<file path="src/inc/irq_flags_pkg.sv">
// Package of offsets, bit positions and carriers for the timer interrupt flag block
package irq_flags_pkg;
	// Register offsets (byte addresses in the 16-bit space)
	localparam logic [15:0] ENABLE_FIRST_ADDR = 16'hFFF3;
	localparam logic [15:0] ENABLE_SECOND_ADDR = 16'hFFF4;
	localparam logic [15:0] REQUEST_FIRST_ADDR = 16'hFFF6;
	localparam logic [15:0] REQUEST_SECOND_ADDR = 16'hFFF7;
	localparam logic [15:0] IRQ_STATUS_ADDR = 16'hFFF8;
	localparam logic [15:0] IRQ_CLEAR_ADDR = 16'hFFF9;
	localparam logic [15:0] IRQ_ENABLE_ADDR = 16'hFFFA;
	// Field positions
	localparam int OVERFLOW_TIMER_IRQ_ENABLE_BIT = 5;
	localparam int OVERFLOW_TIMER_IRQ_FLAG_BIT = 7;
	localparam int UPDOWN_TIMER_IRQ_ENABLE_BIT = 1;
	localparam int UPDOWN_TIMER_IRQ_FLAG_BIT = 7;
	// Reset values
	localparam logic [7:0] ENABLE_RESET = 8'h00;
	localparam logic [7:0] REQUEST_RESET = 8'h00;
	localparam logic [7:0] READ_ZERO = 8'h00;
	// Summary status bit positions
	localparam int EVT_OVERFLOW_TIMER = 0;
	localparam int EVT_UPDOWN_TIMER = 1;
	localparam int EVT_OTHER_FIRST = 2;
	localparam int EVT_OTHER_SECOND = 3;
	localparam int EVT_COUNT = 4;

	// Register bus request
	typedef struct packed {
		logic [15:0] addr;
		logic [7:0] wdata;
		logic wr;
		logic rd;
	} bus_req_s;

	// Request pulses from the timers and other sources
	typedef struct packed {
		logic [7:0] first;
		logic [7:0] second;
	} src_pulse_s;
endpackage

</file>
<file path="src/core/flag_bank.sv">
// Bank of sticky request flags, set by pulses and cleared by written zeros
`timescale 1ns/100ps
module flag_bank #(
	parameter int WIDTH = 8
) (
	input wire logic clk,
	input wire logic rstn,
	input wire logic [WIDTH-1:0] set_pulse,
	input wire logic clear_write,
	input wire logic [WIDTH-1:0] clear_data,
	output logic [WIDTH-1:0] flags
);
	import irq_flags_pkg::*;

	initial begin
		if (WIDTH < 1 || WIDTH > 8) $error("flag_bank WIDTH must be 1 to 8");
	end

	// Whole state of the bank
	typedef struct packed {
		logic [WIDTH-1:0] flags;
	} bank_s;

	bank_s state;
	bank_s next_state;

	// Written zero clears, written one keeps, a set in the same cycle wins
	always_comb begin
		next_state = state;
		if (clear_write) begin
			next_state.flags = state.flags & clear_data;
		end
		next_state.flags = next_state.flags | set_pulse;
	end

	// State register
	always_ff @(posedge clk or negedge rstn) begin
		if (!rstn) begin
			state <= '0;
		end else begin
			state <= next_state;
		end
	end

	assign flags = state.flags;

	// A set pulse always leaves its flag high
	set_wins_a: assert property (@(posedge clk) disable iff (!rstn)
		(set_pulse != '0) |=> ((flags & $past(set_pulse)) == $past(set_pulse)))
		else $error("set pulse lost");
	// Writing ones never clears a flag
	one_keeps_a: assert property (@(posedge clk) disable iff (!rstn)
		clear_write |=> ((flags & $past(flags & clear_data)) == $past(flags & clear_data)))
		else $error("written one cleared a flag");
endmodule

</file>
<file path="src/core/timer_interrupt_flags.sv">
// Interrupt enable and request flag registers for the timers and other sources
//
// Design decision made here: the plain strobed port.
`timescale 1ns/100ps
module timer_interrupt_flags (
	input wire logic clk,
	input wire logic rstn,
	input irq_flags_pkg::bus_req_s bus,
	output logic [7:0] rdata,
	input irq_flags_pkg::src_pulse_s src,
	input wire logic overflow_timer_wrap,
	input wire logic updown_timer_wrap,
	output logic [7:0] cpu_req_first,
	output logic [7:0] cpu_req_second,
	output logic irq
);
	import irq_flags_pkg::*;

	// Register state of the block apart from the request flag banks
	typedef struct packed {
		logic [7:0] irq_enable_first;
		logic [7:0] irq_enable_second;
		logic [EVT_COUNT-1:0] status;
		logic [EVT_COUNT-1:0] status_enable;
		logic [7:0] rdata;
		logic [7:0] req_first_d;
		logic [7:0] req_second_d;
	} regs_s;

	regs_s state;
	regs_s next_state;

	// Flag bank outputs
	logic [7:0] irq_request_first;
	logic [7:0] irq_request_second;
	// Combined set pulses
	logic [7:0] set_first;
	logic [7:0] set_second;
	// Decoded write strobes
	logic wr_req_first;
	logic wr_req_second;
	// Events that feed the summary status
	logic [EVT_COUNT-1:0] events;

	// Address match helper, used for every write decode
	function automatic logic hit(input bus_req_s b, input logic [15:0] a);
		return b.addr == a;
	endfunction

	// Wrap pulses land on bit 7 of each request bank
	always_comb begin
		set_first = src.first;
		set_first[OVERFLOW_TIMER_IRQ_FLAG_BIT] = src.first[OVERFLOW_TIMER_IRQ_FLAG_BIT]
			| overflow_timer_wrap;
		set_second = src.second;
		set_second[UPDOWN_TIMER_IRQ_FLAG_BIT] = src.second[UPDOWN_TIMER_IRQ_FLAG_BIT]
			| updown_timer_wrap;
	end

	assign wr_req_first = bus.wr && hit(bus, REQUEST_FIRST_ADDR);
	assign wr_req_second = bus.wr && hit(bus, REQUEST_SECOND_ADDR);

	// First request bank
	flag_bank #(.WIDTH(8)) first_bank (
		.clk(clk),
		.rstn(rstn),
		.set_pulse(set_first),
		.clear_write(wr_req_first),
		.clear_data(bus.wdata),
		.flags(irq_request_first)
	);

	// Second request bank
	flag_bank #(.WIDTH(8)) second_bank (
		.clk(clk),
		.rstn(rstn),
		.set_pulse(set_second),
		.clear_write(wr_req_second),
		.clear_data(bus.wdata),
		.flags(irq_request_second)
	);

	// Rising requests become summary events
	always_comb begin
		events = '0;
		events[EVT_OVERFLOW_TIMER] = cpu_req_first[OVERFLOW_TIMER_IRQ_FLAG_BIT]
			& ~state.req_first_d[OVERFLOW_TIMER_IRQ_FLAG_BIT];
		events[EVT_UPDOWN_TIMER] = cpu_req_second[UPDOWN_TIMER_IRQ_FLAG_BIT]
			& ~state.req_second_d[UPDOWN_TIMER_IRQ_FLAG_BIT];
		events[EVT_OTHER_FIRST] = |(cpu_req_first & ~state.req_first_d);
		events[EVT_OTHER_SECOND] = |(cpu_req_second & ~state.req_second_d);
	end

	// Register writes, read mux and sticky status
	always_comb begin
		next_state = state;
		next_state.req_first_d = cpu_req_first;
		next_state.req_second_d = cpu_req_second;
		// Enable registers are plain storage
		if (bus.wr && hit(bus, ENABLE_FIRST_ADDR)) begin
			next_state.irq_enable_first = bus.wdata;
		end
		if (bus.wr && hit(bus, ENABLE_SECOND_ADDR)) begin
			next_state.irq_enable_second = bus.wdata;
		end
		if (bus.wr && hit(bus, IRQ_ENABLE_ADDR)) begin
			next_state.status_enable = bus.wdata[EVT_COUNT-1:0];
		end
		// Clear by writing ones; a same-cycle event still sets
		if (bus.wr && hit(bus, IRQ_CLEAR_ADDR)) begin
			next_state.status = state.status & ~bus.wdata[EVT_COUNT-1:0];
		end
		next_state.status = next_state.status | events;
		// Read data stand for one cycle after the strobe, else zero
		next_state.rdata = READ_ZERO;
		if (bus.rd) begin
			case (bus.addr)
				ENABLE_FIRST_ADDR: next_state.rdata = state.irq_enable_first;
				ENABLE_SECOND_ADDR: next_state.rdata = state.irq_enable_second;
				REQUEST_FIRST_ADDR: next_state.rdata = irq_request_first;
				REQUEST_SECOND_ADDR: next_state.rdata = irq_request_second;
				IRQ_STATUS_ADDR: next_state.rdata = {{(8-EVT_COUNT){1'b0}}, state.status};
				IRQ_ENABLE_ADDR: next_state.rdata = {{(8-EVT_COUNT){1'b0}}, state.status_enable};
				default: next_state.rdata = READ_ZERO; // Unmapped and clear register read zero
			endcase
		end
	end

	// State register
	always_ff @(posedge clk or negedge rstn) begin
		if (!rstn) begin
			state.irq_enable_first <= ENABLE_RESET;
			state.irq_enable_second <= ENABLE_RESET;
			state.status <= '0;
			state.status_enable <= '0;
			state.rdata <= READ_ZERO;
			state.req_first_d <= REQUEST_RESET;
			state.req_second_d <= REQUEST_RESET;
		end else begin
			state <= next_state;
		end
	end

	// Requests reach the CPU only where flag and enable agree; the timer flag at bit 7 is gated by
	// enable bit 5 (first) or 1 (second), which pass no request of their own; other bits use the same position
	always_comb begin
		cpu_req_first = irq_request_first & state.irq_enable_first;
		cpu_req_first[OVERFLOW_TIMER_IRQ_FLAG_BIT] = irq_request_first[OVERFLOW_TIMER_IRQ_FLAG_BIT]
			& state.irq_enable_first[OVERFLOW_TIMER_IRQ_ENABLE_BIT];
		cpu_req_first[OVERFLOW_TIMER_IRQ_ENABLE_BIT] = 1'b0;
		cpu_req_second = irq_request_second & state.irq_enable_second;
		cpu_req_second[UPDOWN_TIMER_IRQ_FLAG_BIT] = irq_request_second[UPDOWN_TIMER_IRQ_FLAG_BIT]
			& state.irq_enable_second[UPDOWN_TIMER_IRQ_ENABLE_BIT];
		cpu_req_second[UPDOWN_TIMER_IRQ_ENABLE_BIT] = 1'b0;
	end

	assign rdata = state.rdata;
	assign irq = |(state.status & state.status_enable);

	// Overflow wrap raises its flag next cycle
	ovf_wrap_a: assert property (@(posedge clk) disable iff (!rstn)
		overflow_timer_wrap |=> irq_request_first[OVERFLOW_TIMER_IRQ_FLAG_BIT])
		else $error("overflow wrap did not set flag");
	// Up/down wrap raises its flag next cycle
	updown_wrap_a: assert property (@(posedge clk) disable iff (!rstn)
		updown_timer_wrap |=> irq_request_second[UPDOWN_TIMER_IRQ_FLAG_BIT])
		else $error("up/down wrap did not set flag");
	// Zero write without a set clears the overflow flag
	ovf_clear_a: assert property (@(posedge clk) disable iff (!rstn)
		(wr_req_first && !bus.wdata[7] && !set_first[7]) |=> !irq_request_first[7])
		else $error("overflow flag not cleared");
	// Zero write without a set clears the up/down flag
	updown_clear_a: assert property (@(posedge clk) disable iff (!rstn)
		(wr_req_second && !bus.wdata[7] && !set_second[7]) |=> !irq_request_second[7])
		else $error("up/down flag not cleared");
	// Overflow request follows flag and enable
	ovf_gate_a: assert property (@(posedge clk) disable iff (!rstn)
		cpu_req_first[7] == (irq_request_first[7] && state.irq_enable_first[5]))
		else $error("overflow request gating wrong");
	// Up/down request follows flag and enable
	updown_gate_a: assert property (@(posedge clk) disable iff (!rstn)
		cpu_req_second[7] == (irq_request_second[7] && state.irq_enable_second[1]))
		else $error("up/down request gating wrong");
	// First bank source in bit 0 latches its pulse
	src_latch_a: assert property (@(posedge clk) disable iff (!rstn)
		src.first[0] |=> irq_request_first[0])
		else $error("first bank source lost");
	// Second bank source in bit 0 latches its pulse
	src2_latch_a: assert property (@(posedge clk) disable iff (!rstn)
		src.second[0] |=> irq_request_second[0])
		else $error("second bank source lost");
	// Writing one holds a set flag
	one_holds_a: assert property (@(posedge clk) disable iff (!rstn)
		(wr_req_first && bus.wdata[7] && irq_request_first[7]) |=> irq_request_first[7])
		else $error("writing one cleared flag");
	cover_ovf_c: cover property (@(posedge clk) disable iff (!rstn) cpu_req_first[7]);
	cover_updown_c: cover property (@(posedge clk) disable iff (!rstn) cpu_req_second[7]);
	cover_irq_c: cover property (@(posedge clk) disable iff (!rstn) irq);
endmodule

</file>
<file path="config.mk">
export PLATFORM = sky130hd
export DESIGN_NAME = timer_interrupt_flags
export DESIGN_NICKNAME = d
export VERILOG_FILES = /design/src/inc/irq_flags_pkg.sv /design/src/core/flag_bank.sv /design/src/core/timer_interrupt_flags.sv
export SDC_FILE = /design/constraint.sdc
export NUM_CORES = 1
export LEC_CHECK = 0
export ABC_AREA = 1
export BUFFER_PORTS_ARGS = -buffer_cell sky130_fd_sc_hd__clkbuf_2
export CAP_MARGIN = 25
export CELL_PAD_IN_SITES_DETAIL_PLACEMENT = 0
export CELL_PAD_IN_SITES_GLOBAL_PLACEMENT = 1
export CORE_ASPECT_RATIO = 1.25
export CORE_UTILIZATION = 39
export CTS_CLUSTER_DIAMETER = 60
export DETAILED_ROUTE_END_ITERATION = 7
export PLACE_DENSITY_LB_ADDON = 0.1
export SLEW_MARGIN = 40
export SYNTH_ARGS = -nofsm -noshare
export SYNTH_HDL_FRONTEND = slang
export SYNTH_SLANG_ARGS = --single-unit
</file>
<file path="constraint.sdc">
create_clock -name clk -period 1.3 [get_ports clk]
set_input_delay 0.26 -clock clk [delete_from_list [all_inputs] [get_ports clk]]
set_output_delay 0.26 -clock clk [all_outputs]
set_load 0.01 [all_outputs]
</file>
## After elaboration in Yosys (flattened, before gate mapping)

Cells that the tools add are included.

- Word-level logic and storage cells: 52
- Register bits after elaboration: 62

- Eq/ne operators: 7
- Bitwise gates (word level): 22
- Multiplexer cells: 5
- Reduce and logical (&&, ||, !) cells: 9

Operators by type and width:

| cell | number |
|---|---|
| $eq 16x16->1 const B | 7 |
| $pmux 8 s6 | 1 |
| $and 8x8->8 | 4 |
| $mux 8 | 3 |
| $not 8->8 | 2 |
| $or 8x8->8 | 2 |
| $reduce_or 8->1 | 2 |
| $and 7x7->7 | 2 |
| $and 4x4->4 | 2 |
| $logic_and 1x1->1 | 6 |
| $and 1x1->1 | 4 |
| $mux 4 | 1 |
| $not 4->4 | 1 |
| $or 4x4->4 | 1 |
| $reduce_or 4->1 | 1 |
| $not 1->1 | 2 |
| $or 1x1->1 | 2 |

## Depth between registers and ports, before layout

- Depth after elaboration: 4
- Gate-level depth with buffers: 9
- Gate-level depth less buffers: 9

## By module

A second synthesis with hierarchy kept.

- Cell total of the unflattened synthesis: 408
- Area total of the unflattened synthesis: 3,226.8 um^2

By module, submodules not included:

| module | sequential area each (um^2) | cells each | area each (um^2) | times used |
|---|---|---|---|---|
| timer_interrupt_flags | 1,151.1 | 310 | 2,516.2 | 1 |
| flag_bank | 200.2 | 49 | 355.3 | 2 |

## Least setup slack after synthesis

No wires, ideal clock.

- Path type: input -> register
- Start: in bus[17] (netlist bit)
- End: reg state[37] (netlist bit)
- Library setup time: 0.118 ns
- Path slack: 0.060 ns
- Path buffers: 1
- Data arrival time: 1.122 ns
- Stages on the path: 9
- Path through: nand2_1 inv_1 nand2_4 nor2_4 and2_4 nand2_4 buf_6 nand2_2 o21ai_2

- Longest elaborated chain between the ends: 2

Ends and longest elaborated chain:

| item | RTL line | text |
|---|---|---|
| start: declaration | timer_interrupt_flags.sv:8 | `input irq_flags_pkg::bus_req_s bus,` |
| $eq 16x16->1 | timer_interrupt_flags.sv:47 | `return b.addr == a;` |
| $logic_and 1x1->1 | timer_interrupt_flags.sv:103 | `if (bus.wr && hit(bus, ENABLE_SECOND_ADDR)) begin` |
| end signal: assignment | timer_interrupt_flags.sv:140 | `state <= next_state;` |
| end: declaration | timer_interrupt_flags.sv:30 | `regs_s state;` |

Every way passes these cells.
A chain may end at the register's enable or synchronous reset.

## Worst setup path after layout

- Start: reg state[29] (netlist bit)
- End: out irq

- Longest elaborated chain between the ends: 2

Ends and longest elaborated chain:

| item | RTL line | text |
|---|---|---|
| $and 4x4->4 | timer_interrupt_flags.sv:158 | `assign irq = \|(state.status & state.status_enable);` |
| $reduce_or 4->1 | timer_interrupt_flags.sv:158 |  |
| end: declaration | timer_interrupt_flags.sv:15 | `output logic irq` |

Every way passes these cells.

==> flow_metrics.tcl <==
set metrics [dict create \
    critPathRequiredTime_ns 1.04 \
    nets 511 \
    peakVddDrop_uv 494 \
    finalNonFillerCells 560 \
    post-place-ws_ns -0.213 \
    synthArstFlopShare_pct 100 \
    place_hpwl_um 5940 \
    seq_power_share_pct 54.1 \
    hp-class "input pin to register" \
    die_w_um 81.6 \
    internal-power_mw 2.73 \
    syn2layout_area_growth_pct 26.8 \
    grt_util_all_layers_pct 20.8 \
    fin_worst_skew_ns 0.00496 \
    drtIter0Drc 142 \
    ant_nets 0 \
    drv_slew 0 \
    pwr-share-comb_pct 6.0 \
    grt_pass1_wl_um 12200 \
    vias_per_cell 4.68 \
    yosysTopAreaCellShare_pct 50.3 \
    p_leak_nw 2.15 \
    reg2reg_depth 5 \
    clock_path_buffers 2 \
    drc 0 \
    hold_depth 3 \
    ios 71 \
    swShare_pct 23.5 \
    first_pass_iters 4 \
    status "finished, violations left" \
    die_h_um 101 \
    htree_levels 3 \
    antenna_found_initial 0 \
    cts_made_buffers 9 \
    multi_input_area_um2 1170 \
    clk_latency_ns 0.33 \
    final-hold-violation-count 0 \
    ys_types 27 \
    whs_ns 0.102 \
    synth.yosys.seq_area_share_pct 50.3 \
    regArea_um2 1550 \
    grt_overflow_total 0 \
    fin_area_um2 3910 \
    clkPwrFrac_pct 39.9 \
    wl_per_cell_um 14.5 \
    synth.largest_area_cell "dfrtp_1" \
    start_util_pct 41.0 \
    wl_um 8100 \
    die-area_um2 8270 \
    rsz0062_at_grt "yes" \
    cp.arrival_ns 1.09 \
    failed_checks "negative setup slack" \
    path_max_fanout 3 \
    setup_violations 1 \
    dp_cells 519 \
    synthTopCellsByArea "dfrtp_1 (50%), nand2_1 (11%), buf_4 (6.3%)" \
    grt_max_degree 63 \
    fin_ws_ns -0.0502 \
    netlist_instances 368 \
    layout-drive-gt1-share_pct 38.0 \
    routabilityCongestion 0.836 \
    num_rows 35 \
    clk_pin_slew_ns 0.07 \
    cts_tree "built" \
    grt_pass1_vias 2475 \
    finalCritPeriodShare_pct 104 \
    critPathCaptureType "output pin" \
    synth_seq_cells 62 \
    post-route-util_pct 52.0 \
    clock.fmax_mhz 741 \
    placed_cell_area_um2 3480 \
    synth-main-ff-cell "dfrtp_1" \
    powerDensity_nw_per_um2 912 \
    p_switching_uw 839 \
    vias 2619 \
    synth_area_um2 3090 \
    cts.sinks 62 \
    crit_type "register to output pin" \
    min_period_ns 1.35 \
    core_area_um2 7530 \
    syn_avg_cell_area_um2 8.38 \
    root_buffer "clkbuf_8" \
    diodes 0 \
    yosys_warnings 0 \
    worstSetupStartpointType "register" \
    fillers 749 \
    synth_edf_count 0 \
    max-cap-violations 0 \
    io_buffer_count 68 \
]
[stage by stage]
stage,total power [mW],setup TNS [ns]
finish,3.57,-0.0502
global route,3.69,-0.219
CTS,3.60,-0.0512
detailed placement,2.18,-6.69
global placement,2.18,-6.07
floorplan,2.03,0
[power by group through the flow]
stage / registers [mW] / logic, mW / clock network [mW]
after floorplan: 1.97 / 0.0654 / 0
after global placement: 1.97 / 0.216 / 0
after detailed placement: 1.97 / 0.216 / 0
after CTS: 1.93 / 0.219 / 1.45
after global routing: 1.93 / 0.244 / 1.51
final: 1.93 / 0.214 / 1.42
[area by class of cell]
type,instances,share of cell area [%]
Clock inverter,2,0.256
Clock buffer,12,3.71
Inverter,50,4.80
Multi-Input combinational cell,228,29.8
Sequential cell,62,39.6
Tap cell,92,2.94
Timing Repair Buffer,114,18.9
[Yosys cell counts, types with 3 or more instances]
cell	count
a21oi_1	8
nand2_4	3
o21ai_0	21
o22ai_1	4
o21ai_2	14
dfrtp_1	62
nor2_1	30
nand4_1	3
nor2_4	5
nand2_1	94
nand2_2	5
o21bai_1	3
nand3_1	24
buf_4	26
inv_1	49
[cells in the final DEF, fill, tap and decap left out]
master	n
nor2_2	2
nor2_4	5
nor2_1	30
inv_1	41
clkinv_2	2
nand2_8	1
o21ai_1	2
nand2_2	17
clkbuf_8	10
o21ai_0	21
buf_2	4
nand2_4	2
and2_4	2
or2_2	1
buf_4	44
buf_12	1
o21bai_1	3
inv_2	9
nand2_1	82
dfrtp_1	62
nor3_1	1
buf_6	6
nand3_1	24
clkbuf_2	58
conb_1	2
a21oi_1	8
o21ai_2	14
o221ai_1	1
o22ai_1	4
nor4_1	1
and3_1	2
nand4_1	3
dlygate4sd3_1	1
clkbuf_1	2
[worst paths after layout]
path | from | endpoint | slack, ns
setup / recovery | state[29]$_DFF_PN0_ | irq | -0.05
hold / removal | src[5] | second_bank.flags[5]$_DFF_PN0_ | 0.10
setup reg to reg | state[33]$_DFFE_PN0P_ | state[31]$_DFF_PN0_ | 0.13
hold reg to reg | state[39]$_DFFE_PN0P_ | state[39]$_DFFE_PN0P_ | 0.49
max in group asynchronous | rstn | second_bank.flags[4]$_DFF_PN0_ | 0.56
min in group asynchronous | rstn | rdata[7]$_DFF_PN0_ | 0.46
[timing repair]
item	4_1_cts	5_1_grt
setup endpoints to repair	9	18
gates cloned	0	0
pin swaps	2	12
buffers inserted	7	19
endpoints found under the hold margin	62	0
gates resized for setup	4	33
hold buffers	1	0
[worst max-delay path, stage by stage (launching register included)]
cell and delay, ns:
dfrtp_1 0.40, nand2_1 0.08, nand4_1 0.12, buf_2 0.16
[registers in the layout (all words and copies together), names as in the netlist]
register / cells
first_bank.flags: 8
rdata: 8
second_bank.flags: 8
state: 38
[cell families (layout without fill, tap and decap cells)]
group                  Yosys count  count (layout)  synth area share, %
and+or+nand+nor                173             173                 25.5
AOI/OAI and AO/OA               53              53                 10.8
other                            1               2                0.122
buffers and inverters           79             178                 13.3
DFF                             62              62                 50.3
[per-layer routing]
layer	vias to the layer above	track usage (%)	wire length, um
met5	-	0	0
met4	0	9.48	193
met3	14	4.59	309
met2	65	34.8	4130
met1	1219	25.2	3470
li1	1321	-	-
(Power assumes the default switching activity.)
